$ cat src/pkg/urx_pkg.sv
// Package for the UART receive status, error and interrupt block.
// Assumes a 32-bit classic Wishbone slave port and a 250 MHz core clock.
package urx_pkg;

  // Register byte offsets
  localparam logic [7:0] URX_STATUS_OFF = 8'h00;
  localparam logic [7:0] URX_DATA_OFF = 8'h04;
  localparam logic [7:0] URX_CTRL_OFF = 8'h08;
  localparam logic [7:0] URX_FIFO_CTRL_OFF = 8'h0c;
  localparam logic [7:0] URX_COUNT_OFF = 8'h10;

  // Status bit positions
  localparam int URX_ST_RXF = 0;
  localparam int URX_ST_OVR = 1;
  localparam int URX_ST_NOISE = 2;
  localparam int URX_ST_FRAME = 3;
  localparam int URX_ST_PAR = 4;
  localparam int URX_ST_TXE = 5;
  localparam int URX_ST_TXI = 6;

  // Receive FIFO geometry
  localparam int URX_FIFO_DEPTH = 4;
  localparam int URX_PTR_W = 2;
  localparam int URX_CNT_W = 3;
  localparam int URX_WORD_W = 9;

  // Parity type encoding
  localparam logic [1:0] URX_PAR_EVEN = 2'h0;
  localparam logic [1:0] URX_PAR_ODD = 2'h1;
  localparam logic [1:0] URX_PAR_MARK = 2'h2;
  localparam logic [1:0] URX_PAR_SPACE = 2'h3;

  // Reset values and control write mask
  localparam logic [15:0] URX_CTRL_RESET = 16'h0000;
  localparam logic [15:0] URX_CTRL_WMASK = 16'h3fff;
  localparam logic [1:0] URX_TRIG_RESET = 2'h0;

  // Wake-up settling time and its cycle count (rounded up)
  localparam int URX_CLK_PERIOD_PS = 4000;
  localparam int URX_WAKE_SETTLE_NS = 1000;
  localparam int URX_WAKE_SETTLE_CYC = (URX_WAKE_SETTLE_NS * 1000 + URX_CLK_PERIOD_PS - 1) / URX_CLK_PERIOD_PS;
  localparam int URX_SETTLE_W = 16;

  // Software control bits, one 16-bit word
  typedef struct packed {
    logic [1:0] spare;
    logic uart_irq_enable;
    logic global_irq_enable;
    logic pin_resume_enable;
    logic tx_idle_ie;
    logic tx_empty_ie;
    logic rx_int_enable;
    logic addr_detect_enable;
    logic two_stop;
    logic nine_bit_select;
    logic [1:0] parity_type;
    logic parity_enable;
    logic rx_enable;
    logic uart_master_enable;
  } urx_ctrl_s;

  // One received frame from the shift core
  typedef struct packed {
    logic [URX_WORD_W-1:0] word;
    logic parity_bit;
    logic stop1;
    logic stop2;
    logic noise;
  } urx_frame_s;

  // One FIFO entry: word plus the flags that belong to it
  typedef struct packed {
    logic [URX_WORD_W-1:0] word;
    logic framing;
    logic parity;
  } urx_entry_s;

endpackage

$ cat src/rtl/urx_status_irq.sv
// UART receive status, error flags, 4-entry receive FIFO, interrupt pulse and pin wake-up.
// Assumes a receive shift core delivering whole frames, and fH run state given as an enable.
//
// Functional notes
// Word moved into buffer sets data flag; interrupt if receive enable set. Code also needs FIFO count at least trig + 1.
// Overrun also raises receive interrupt when receive interrupt enable set.
// Buffer is a four-byte FIFO; fifth byte may still shift in.
// Fifth byte with FIFO full sets overrun, FIFO kept, shift register lost.
// Overrun clears only after status access then data buffer read.
// Noisy frame still stored; noise flag rises with data flag, no own interrupt.
// Noise flag clears on status read followed by data buffer read.
// Framing flag set when any expected stop bit samples low.
// Framing flag stored with its word; cleared on reset.
// Parity flag set on wrong parity when enabled, per type; cleared on reset.
// Software reads framing and parity flags before reading the data word.
// Interrupt is a low pulse for tx empty, tx idle, rx, overrun, address, wake.
// Each tx source has own enable; both rx sources share one enable.
// Status flags read-only, cleared only by defined access sequences.
// Address detect: data interrupt only when top received bit is high.
// Without address detect, every data flag set requests an interrupt. Code requests one only once FIFO count reaches trig + 1.
// Software clears parity enable whenever address detect is enabled.
// With UART clock stopped, reception freezes and later resumes.
// Idle or sleep leaves all registers unchanged.
// Clock off plus all wake enables: falling receive-pin edge raises wake interrupt.
// Data during settling ignored; wake interrupt held until settling ends.
// Global or UART interrupt enable clear: edge only wakes, no interrupt.
// Falling-edge wake detect works while the UART clock is stopped.
//
// The register addresses and the Wishbone slave port were decided locally.
`timescale 1ns/1ps
module urx_status_irq
  import urx_pkg::*;
#(
  parameter int SETTLE_CYC = URX_WAKE_SETTLE_CYC
)
(
  // Clock and reset
  input wire logic clk_i,
  input wire logic rst_i,
  // Classic Wishbone slave
  input wire logic wb_cyc_i,
  input wire logic wb_stb_i,
  input wire logic wb_we_i,
  input wire logic [7:0] wb_adr_i,
  input wire logic [3:0] wb_sel_i,
  input wire logic [31:0] wb_dat_i,
  output logic [31:0] wb_dat_o,
  output logic wb_ack_o,
  // Receive shift core
  input wire logic rx_done_i,
  input wire urx_frame_s rx_frame_i,
  output logic rx_core_enable_o,
  // Transmitter state levels
  input wire logic tx_empty_i,
  input wire logic tx_idle_i,
  // Clock gating and pin
  input wire logic uart_clk_run_i,
  input wire logic rx_pin_i,
  // Requests to the system
  output logic irq_n_o,
  output logic wake_o
);

  // Whole module state
  typedef struct packed {
    urx_ctrl_s ctrl;
    logic [1:0] trig;
    urx_entry_s [URX_FIFO_DEPTH-1:0] fifo;
    logic [URX_PTR_W-1:0] wp;
    logic [URX_PTR_W-1:0] rp;
    logic [URX_CNT_W-1:0] cnt;
    logic ovr;
    logic noise;
    logic armed;
    logic rx_prev;
    logic wake_pend;
    logic settling;
    logic [URX_SETTLE_W-1:0] settle;
    logic tx_empty_prev;
    logic tx_idle_prev;
    logic ack;
    logic [31:0] rdata;
    logic irq_n;
    logic wake;
    logic core_en;
  } urx_state_s;

  localparam logic [URX_SETTLE_W-1:0] SETTLE_LOAD = URX_SETTLE_W'(SETTLE_CYC);
  localparam logic [URX_SETTLE_W-1:0] SETTLE_ONE = 16'h0001;
  localparam logic [URX_CNT_W-1:0] CNT_ONE = 3'h1;
  localparam logic [URX_CNT_W-1:0] CNT_FULL = URX_CNT_W'(URX_FIFO_DEPTH);
  localparam logic [URX_PTR_W-1:0] PTR_ONE = 2'h1;

  urx_state_s s;
  urx_state_s next_s;

  // Bus decode and frame checks
  logic req;
  logic rd_status;
  logic rd_data;
  logic any_status;
  logic top_bit;
  logic par_expect;
  logic par_bad;
  logic frame_bad;
  logic accept;
  logic pop;
  logic push;
  logic overrun_ev;
  logic rx_ev;
  logic tx_ev;
  logic wake_ev;
  logic fall;
  logic [URX_CNT_W-1:0] cnt_after_pop;
  logic [URX_CNT_W-1:0] cnt_new;
  logic [URX_CNT_W-1:0] trig_cnt;
  logic [15:0] ctrl_bits;
  logic [15:0] wr_bits;
  logic [URX_WORD_W-1:0] word_m;
  urx_entry_s head;

  // Combinational next state
  always_comb
  begin
    next_s = s;
    req = wb_cyc_i && wb_stb_i && !s.ack;
    any_status = req && (wb_adr_i == URX_STATUS_OFF);
    rd_status = any_status && !wb_we_i;
    rd_data = req && !wb_we_i && (wb_adr_i == URX_DATA_OFF);
    head = s.fifo[s.rp];

    // Word length masking and top bit selection
    word_m = s.ctrl.nine_bit_select ? rx_frame_i.word : {1'b0, rx_frame_i.word[7:0]};
    top_bit = s.ctrl.nine_bit_select ? rx_frame_i.word[8] : rx_frame_i.word[7];

    // Parity check by type
    case (s.ctrl.parity_type)
      URX_PAR_EVEN: par_expect = ^word_m;
      URX_PAR_ODD: par_expect = ~^word_m;
      URX_PAR_MARK: par_expect = 1'b1;
      URX_PAR_SPACE: par_expect = 1'b0;
      default: par_expect = 1'b0;
    endcase
    par_bad = s.ctrl.parity_enable && (rx_frame_i.parity_bit != par_expect);
    frame_bad = !rx_frame_i.stop1 || (s.ctrl.two_stop && !rx_frame_i.stop2);

    // Frames count only while fH runs and settling is over
    accept = rx_done_i && uart_clk_run_i && !s.settling && s.ctrl.uart_master_enable && s.ctrl.rx_enable;

    // A pop frees its slot before a push in the same cycle is judged
    pop = rd_data && (s.cnt != '0);
    cnt_after_pop = pop ? s.cnt - CNT_ONE : s.cnt;
    push = accept && (cnt_after_pop != CNT_FULL);
    overrun_ev = accept && (cnt_after_pop == CNT_FULL);
    cnt_new = push ? cnt_after_pop + CNT_ONE : cnt_after_pop;
    trig_cnt = {1'b0, s.trig} + CNT_ONE;

    // FIFO pointers; contents untouched on overrun
    if (pop)
    begin
      next_s.rp = s.rp + PTR_ONE;
    end
    if (push)
    begin
      next_s.fifo[s.wp] = '{word: word_m, framing: frame_bad, parity: par_bad};
      next_s.wp = s.wp + PTR_ONE;
    end
    next_s.cnt = cnt_new;

    // Status access then data read clears sticky flags; set wins
    if (any_status)
    begin
      next_s.armed = 1'b1;
    end
    if (rd_data)
    begin
      next_s.armed = 1'b0;
      if (s.armed)
      begin
        next_s.ovr = 1'b0;
        next_s.noise = 1'b0;
      end
    end
    if (overrun_ev)
    begin
      next_s.ovr = 1'b1;
    end
    if (push && rx_frame_i.noise)
    begin
      next_s.noise = 1'b1;
    end

    // Register writes; status is read-only
    ctrl_bits = s.ctrl;
    wr_bits = ctrl_bits;
    if (req && wb_we_i && wb_adr_i == URX_CTRL_OFF)
    begin
      if (wb_sel_i[0])
      begin
        wr_bits[7:0] = wb_dat_i[7:0];
      end
      if (wb_sel_i[1])
      begin
        wr_bits[15:8] = wb_dat_i[15:8];
      end
    end
    next_s.ctrl = urx_ctrl_s'(wr_bits & URX_CTRL_WMASK);
    if (req && wb_we_i && wb_adr_i == URX_FIFO_CTRL_OFF && wb_sel_i[0])
    begin
      next_s.trig = wb_dat_i[1:0];
    end

    // Read data and one-cycle ack; unmapped reads give zero
    next_s.ack = req;
    next_s.rdata = '0;
    if (req && !wb_we_i)
    begin
      case (wb_adr_i)
        URX_STATUS_OFF:
        begin
          next_s.rdata[URX_ST_RXF] = (s.cnt != '0);
          next_s.rdata[URX_ST_OVR] = s.ovr;
          next_s.rdata[URX_ST_NOISE] = s.noise;
          next_s.rdata[URX_ST_FRAME] = (s.cnt != '0) && head.framing;
          next_s.rdata[URX_ST_PAR] = (s.cnt != '0) && head.parity;
          next_s.rdata[URX_ST_TXE] = tx_empty_i;
          next_s.rdata[URX_ST_TXI] = tx_idle_i;
        end
        URX_DATA_OFF: next_s.rdata[URX_WORD_W-1:0] = (s.cnt != '0) ? head.word : '0;
        URX_CTRL_OFF: next_s.rdata[15:0] = ctrl_bits;
        URX_FIFO_CTRL_OFF: next_s.rdata[1:0] = s.trig;
        URX_COUNT_OFF: next_s.rdata[URX_CNT_W-1:0] = s.cnt;
        default: next_s.rdata = '0;
      endcase
    end

    // Pin edge sampled on the core clock, which runs while fH is stopped
    next_s.rx_prev = rx_pin_i;
    fall = s.rx_prev && !rx_pin_i;
    next_s.wake = 1'b0;
    if (!uart_clk_run_i && fall && s.ctrl.pin_resume_enable && s.ctrl.uart_master_enable &&
        s.ctrl.rx_enable && s.ctrl.rx_int_enable)
    begin
      next_s.wake_pend = 1'b1;
      next_s.wake = !s.wake_pend;
    end

    // Settling window after fH returns
    wake_ev = 1'b0;
    if (uart_clk_run_i && s.wake_pend)
    begin
      next_s.wake_pend = 1'b0;
      next_s.settling = 1'b1;
      next_s.settle = SETTLE_LOAD;
    end
    else if (s.settling)
    begin
      if (s.settle <= SETTLE_ONE)
      begin
        next_s.settling = 1'b0;
        wake_ev = 1'b1;
      end
      else
      begin
        next_s.settle = s.settle - SETTLE_ONE;
      end
    end

    // Interrupt sources: tx rising levels with own enables, rx shared enable
    next_s.tx_empty_prev = tx_empty_i;
    next_s.tx_idle_prev = tx_idle_i;
    tx_ev = (tx_empty_i && !s.tx_empty_prev && s.ctrl.tx_empty_ie) ||
            (tx_idle_i && !s.tx_idle_prev && s.ctrl.tx_idle_ie);
    rx_ev = s.ctrl.rx_int_enable && ((push && (cnt_new >= trig_cnt) &&
            (!s.ctrl.addr_detect_enable || top_bit)) || overrun_ev);

    // One low cycle per event, only with both global enables
    next_s.irq_n = !((tx_ev || rx_ev || wake_ev) && s.ctrl.global_irq_enable && s.ctrl.uart_irq_enable);

    // Shift core runs only with fH, enables, and after settling
    next_s.core_en = uart_clk_run_i && s.ctrl.uart_master_enable && s.ctrl.rx_enable && !s.settling;
  end

  // State register; fH stop leaves the software registers untouched, only core enable and wake state follow it
  always_ff @(posedge clk_i)
  begin
    if (rst_i)
    begin
      s <= '0;
      s.ctrl <= urx_ctrl_s'(URX_CTRL_RESET);
      s.trig <= URX_TRIG_RESET;
      s.rx_prev <= 1'b1;
      s.irq_n <= 1'b1;
    end
    else
    begin
      s <= next_s;
    end
  end

  // Outputs straight from flops
  assign wb_dat_o = s.rdata;
  assign wb_ack_o = s.ack;
  assign irq_n_o = s.irq_n;
  assign wake_o = s.wake;
  assign rx_core_enable_o = s.core_en;

endmodule // urx_status_irq

$ cat config.mk
export PLATFORM = sky130hd
export DESIGN_NAME = urx_status_irq
export DESIGN_NICKNAME = d
export VERILOG_FILES = /design/src/pkg/urx_pkg.sv /design/src/rtl/urx_status_irq.sv
export SDC_FILE = /design/constraint.sdc
export NUM_CORES = 1
export LEC_CHECK = 0
export ABC_AREA = 1
export BUFFER_PORTS_ARGS = -buffer_cell sky130_fd_sc_hd__buf_2
export CORE_MARGIN = 10
export CORE_UTILIZATION = 57
export DETAILED_ROUTE_END_ITERATION = 8
export GPL_ROUTABILITY_DRIVEN = 0
export PLACE_DENSITY_LB_ADDON = 0.08
export SLEW_MARGIN = 5
export SYNTH_ARGS = -nofsm -noshare
export SYNTH_HDL_FRONTEND = slang
export SYNTH_SLANG_ARGS = --single-unit
$ cat constraint.sdc
create_clock -name clk_i -period 4.3 [get_ports clk_i]
set_clock_uncertainty 0.05 [all_clocks]
set_input_delay 0.43 -clock clk_i [delete_from_list [all_inputs] [get_ports clk_i]]
set_output_delay 0.43 -clock clk_i [all_outputs]
set_load 0.005 [all_outputs]
* After elaboration in Yosys (flattened, before gate mapping)
Index checks and enable logic that the tools add are counted.
** Storage, ports and cells
- Bits in registers :: 129
- Bits in latches :: 0
- RAM bits :: 0
- Memory bits (read-only) :: 0
- Input port bits :: 67
- Output and inout port bits :: 36
- Logic and storage cells :: 180
- Memories :: 0
** Operators by class
- Add/subtract/negate cells :: 6
- Multipliers :: 0
- Div/mod/pow operators :: 0
- Magnitude comparators :: 5
- Eq/ne operators :: 11
- Shifts and indexed selects :: 0
- Mux-type cells :: 27
- Bitwise logic cells :: 4
- Reductions and logical operators :: 80
** Operators with widths (count)
- $bwmux 44 :: 1
- $logic_and 1x1->1 :: 41
- $mux 17 :: 2
- $bmux 11 s2 :: 1
- $demux 11 s2 :: 1
- $mux 11 :: 2
- $mux 9 :: 2
- $eq 8x4->1 const B :: 2
- $le 16x1->1 const B :: 1
- $mux 16 :: 1
- $sub 16x1->16 const B :: 1
- $logic_not 1->1 :: 12
- $pmux 4 s3 :: 1
- $reduce_and 2->1 :: 6
- $pmux 2 s5 :: 1
- $reduce_bool 2->1 :: 5
- $mux 3 :: 3
- $reduce_xnor 9->1 :: 1
- $reduce_xor 9->1 :: 1
- $eq 8x3->1 const B :: 1
- $eq 8x5->1 const B :: 1
- $logic_not 8->1 :: 1
- $mux 1 :: 8
- $pmux 1 s4 :: 2
- 21 further kinds :: 35

* Logic depth before layout (Yosys ltp)
- Word-level depth :: 19
- Depth in mapped cells :: 23
- Depth with buffers taken out :: 22

* Least setup slack after synthesis
No wires, ideal clock.
- Path type :: input-to-reg
- Start point :: input port wb_adr_i[5]
- End point :: register s (netlist bit irq_n_o)
- Library setup time :: 58 ps
- Arrival :: 3056 ps
- Required time :: 4192 ps
- Path slack :: 1136 ps
- Stages :: 23
- Buffers on the path :: 1
- Cells stage by stage :: nor2_2 nand3_2 nor2_4 nand2_1 inv_2 nand2_1 xor2_1 inv_1 ha_1 nand3_2 nand2_4 buf_6 xor2_2 ha_1 inv_1 nand2_1 a21oi_1 nor2_1 o21ai_0 nand2_1 nand3_1 nand3_1 nand2_1
** Between the ends
- Longest elaborated chain between the ends :: 17
- Elaborated cells between the ends (all ways) :: 20
- Those cells by class :: add/sub: 1; order compare: 1; eq/ne: 3; mux: 2; reduce/logical: 13
** RTL lines
- start: declaration :: RTL line urx_status_irq.sv:44 : input wire logic [7:0] wb_adr_i,
- $eq 8x3->1 * :: RTL line urx_status_irq.sv:129 : rd_data = req && !wb_we_i && (wb_adr_i == URX_DATA_OFF);
- $logic_and 1x1->1 * :: RTL line urx_status_irq.sv:129
- $logic_and 1x1->1 * :: RTL line urx_status_irq.sv:151 : pop = rd_data && (s.cnt != '0);
- $mux 3 * :: RTL line urx_status_irq.sv:152 : cnt_after_pop = pop ? s.cnt - CNT_ONE : s.cnt;
- branches (longest 6 deep; another with $add 3x1->3)
- $logic_or 1x1->1 * :: RTL line urx_status_irq.sv:275 : (!s.ctrl.addr_detect_enable || top_bit)) || overrun_ev);
- $logic_and 1x1->1 * :: RTL line urx_status_irq.sv:274 : rx_ev = s.ctrl.rx_int_enable && ((push && (cnt_new >= trig_cnt) &&
- $logic_or 1x1->1 * (2 in series) :: RTL line urx_status_irq.sv:278 : next_s.irq_n = !((tx_ev || rx_ev || wake_ev) && s.ctrl.global_irq_enable && s.ctrl.uart_irq_enable);
- $logic_and 1x1->1 * (2 in series) :: RTL line urx_status_irq.sv:278
- $logic_not 1->1 * :: RTL line urx_status_irq.sv:278
- end signal: assignment :: RTL line urx_status_irq.sv:297 : s <= next_s;
- end: declaration :: RTL line urx_status_irq.sv:94 : urx_state_s s;
Every way passes the cells marked *.
A chain may end at the register's enable or synchronous reset.

* Worst setup path in the final report
- Start point :: register s[60] (netlist name)
- End point :: register s (netlist bit irq_n_o)
** Between the ends
- Longest elaborated chain between the ends :: 16
- Elaborated cells between the ends (all ways) :: 20
- Those cells by class :: add/sub: 2; order compare: 1; eq/ne: 2; mux: 2; reduce/logical: 13
** RTL lines (RTL line)
- branches (longest 2 deep; another with $sub 3x1->3)
- $mux 3 * :: urx_status_irq.sv:152
- branches (longest 6 deep; another with $add 3x1->3)
- $logic_or 1x1->1 * :: urx_status_irq.sv:275
- $logic_and 1x1->1 * :: urx_status_irq.sv:274
- $logic_or 1x1->1 * (2 in series) :: urx_status_irq.sv:278
- $logic_and 1x1->1 * (2 in series) :: urx_status_irq.sv:278
- $logic_not 1->1 * :: urx_status_irq.sv:278
Marks and branches as above.

==> impl_metrics.tcl <==
set metrics [dict create \
    status "finished clean" \
    grt_pass1_wl_mm 23.1 \
    area_growth_syn_to_layout_pct 5.90 \
    crit_fanout 11 \
    grt-busiest-layer "met2" \
    gr-usage-met3_pct 4.26 \
    layout.nets 976 \
    start_util_pct 57.8 \
    grt_setup_unrepaired "false" \
    hpwl_mm 10.3 \
    timing.final.crit_share_pct 80.1 \
    cp_data_arrival_time_ns 3.73 \
    syn_area_um2 5910 \
    synthAdderAreaFrac_pct 2.96 \
    drc 0 \
    finalSetupViolations 0 \
    multi_input_area_um2 2870 \
    die_h_um 122 \
    cts_tree "done" \
    yosys_warnings 0 \
    synth_area_leader_cell "dfxtp_1" \
    place_area_um2 6070 \
    period_minus_slack_ns 3.45 \
    p_leak_nw 3.11 \
    synth-xor-area-share_pct 1.76 \
    clk_pin_slew_ns 0.10 \
    grt_overflow_total 0 \
    hold_path_class "input pin to register" \
    crit_type "register to register" \
    wl_mm 13.8 \
    synth-simple-area-share_pct 32.3 \
    slew_headroom_pct 61.1 \
    fin_tns_setup_ns 0 \
    pin_count 103 \
    synthDistinctLibCells 46 \
    cap_viol_max_count 0 \
    ys.flop_type "dfxtp_1" \
    cp.required_ns 4.58 \
    powerDensity_nw_per_um2 275 \
    insertion_delay_ns 0.38 \
    io_buffers 64 \
    synth.most_common_cell "nand2_1" \
    start_kind "register" \
    drt_iter0_drc 338 \
    power_w 0.00172 \
    endpoint_kind "register" \
    cts_resized 0 \
    wl_per_cell_um 13.3 \
    rows 37 \
    grt_max_degree 49 \
    regArea_um2 2180 \
    syn_area_per_cell_um2 6.88 \
    final_antenna_net_count 0 \
    fin_area_um2 6260 \
    numCtsBuffers 9 \
    dr.pass1.iters 4 \
    final_layout_size_suffix_gt1_share_pct 16.9 \
    synthMuxAreaShare_pct 0 \
    finalMaxSlewViolations 0 \
    yosysSeqAreaShare_pct 36.9 \
    synthTopCellsByArea "dfxtp_1, nand2_1, nor2_1" \
    fmax_ghz 0.290 \
    antenna_found_initial 0 \
    ys_ff_latch 109 \
    synth-edff-count 0 \
    core_um2 10200 \
    synth_compound_area_share_pct 10.3 \
    clockBufferDepth 2 \
    syn_inst 859 \
    worstMarginPinSlew_ns 0.583 \
    clock-sinks 109 \
    grt_pass1_vias 5000 \
    dieArea_um2 14800 \
    dp.cells 1020 \
    use_met1_pct 23.9 \
    postCtsHoldBufs 0 \
    final_cells 1036 \
    insertedDiodeCount 0 \
    cts_root_buf "clkbuf_8" \
    htree_levels 3 \
    synthArstFlopShare_pct 0 \
    grt_usage_pct 18.9 \
    post_cts_buffers 0 \
    synth_top_cell_area_share_pct 36.9 \
    synth_top_family_by_area "simple AND/OR/NAND/NOR gates" \
    num_vias 5204 \
    grt_use_met2_pct 30.7 \
    final_hold_viol_count 0 \
    synthTopCellsByCount "nand2_1, nor2_1, inv_1, dfxtp_1, o21ai_0" \
    ir_worst_vdd_mv 0.203 \
    n_fill_cell 969 \
    fp.dieW_um 122 \
    routed_via_density 5.02 \
]
[final cells by class]
cell class / instances / share of cell area [%]
multi-input combinational: 576 / 45.8
timing repair buffer: 66 / 5.35
inverter: 133 / 8.17
tap: 136 / 2.72
sequential: 109 / 34.8
clock inverter: 4 / 0.759
clock buffer: 12 / 2.32
[metal layers]
metal  share of wire (%)  wire (um)
met1                  47       6500
met2                  45       6200
met3                 6.0        829
met4                 1.9        259
met5                   0          0
[cells in the final DEF, fill, tap and decap left out, types with 3 or more instances in the layout]
master	count
nand2_2	31
nor4_1	10
nand3_2	3
a21oi_1	48
ha_1	14
dfxtp_1	109
xnor2_1	4
inv_1	120
clkbuf_8	10
o21ai_0	51
nand2_1	164
nor3b_1	3
nand4_1	6
nor2_1	131
nand3_1	24
nor3_1	20
buf_2	64
a31oi_1	3
nor2_2	11
inv_2	10
a41oi_1	3
nand2_4	6
conb_1	18
xor2_1	6
[critical path, cell delays in order (launching register included)]
cell     delay, ns
dfxtp_1       0.35
inv_1         0.08
ha_1          0.23
nand2_1       0.18
nand2_1       0.11
inv_2         0.16
nand2_1       0.15
xor2_1        0.38
inv_1         0.09
ha_1          0.24
nand3_2       0.11
nand2_4       0.12
xor2_2        0.19
ha_1          0.28
inv_1         0.06
nand2_1       0.04
a21oi_1       0.11
nor2_1        0.05
o21ai_0       0.15
nand2_1       0.07
nand3_1       0.07
nand3_1       0.06
nand2_1       0.05
[through the flow]
step	util, %	setup WS [ns]	hold slack, ns
after floorplan	-	1.14	0.368
after global placement	59.3	0.810	0.396
after detailed placement	59.3	0.722	0.398
after CTS	61.2	0.851	0.181
after global routing	61.2	0.432	0.191
final	61.2	0.855	0.198
[worst paths after layout]
kind	cells after the start	slack, ns	from	end
setup / recovery	22	0.85	s[60]$_SDFF_PP0_	irq_n_o$_SDFF_PP1_
hold / removal	2	0.20	rx_pin_i	s[56]$_SDFF_PP1_
setup reg to reg	22	0.85	s[60]$_SDFF_PP0_	irq_n_o$_SDFF_PP1_
hold reg to reg	2	0.41	ctrl_bits[9]$_SDFFE_PP0P_	wb_dat_o[9]$_SDFF_PP0_
[sequential cells by signal (all words and copies together) (netlist names)]
register and cells:
ctrl_bits 14, irq_n_o 1, rx_core_enable_o 1, s 77
wake_o 1, wb_ack_o 1, wb_dat_o 14
[power by group]
group	total [W]	leakage [nW]	switching (W)	internal, W
registers	0.00101	0.878	0.000000872	0.00101
clock network	0.000627	0.0964	0.000343	0.000284
logic	0.0000864	2.13	0.0000581	0.0000283
total	0.00172	3.11	0.000402	0.00132
[logic make-up (layout without fill, tap and decap cells)]
kind of cell	after synthesis	after routing
and+or+nand+nor	418	418
buffers and inverters	191	215
AOI/OAI and AO/OA	115	115
DFF	109	109
adders and majority gates	14	14
xor gates and xnor gates	11	11
other	1	18
Power figures use the tool's default switching activity.
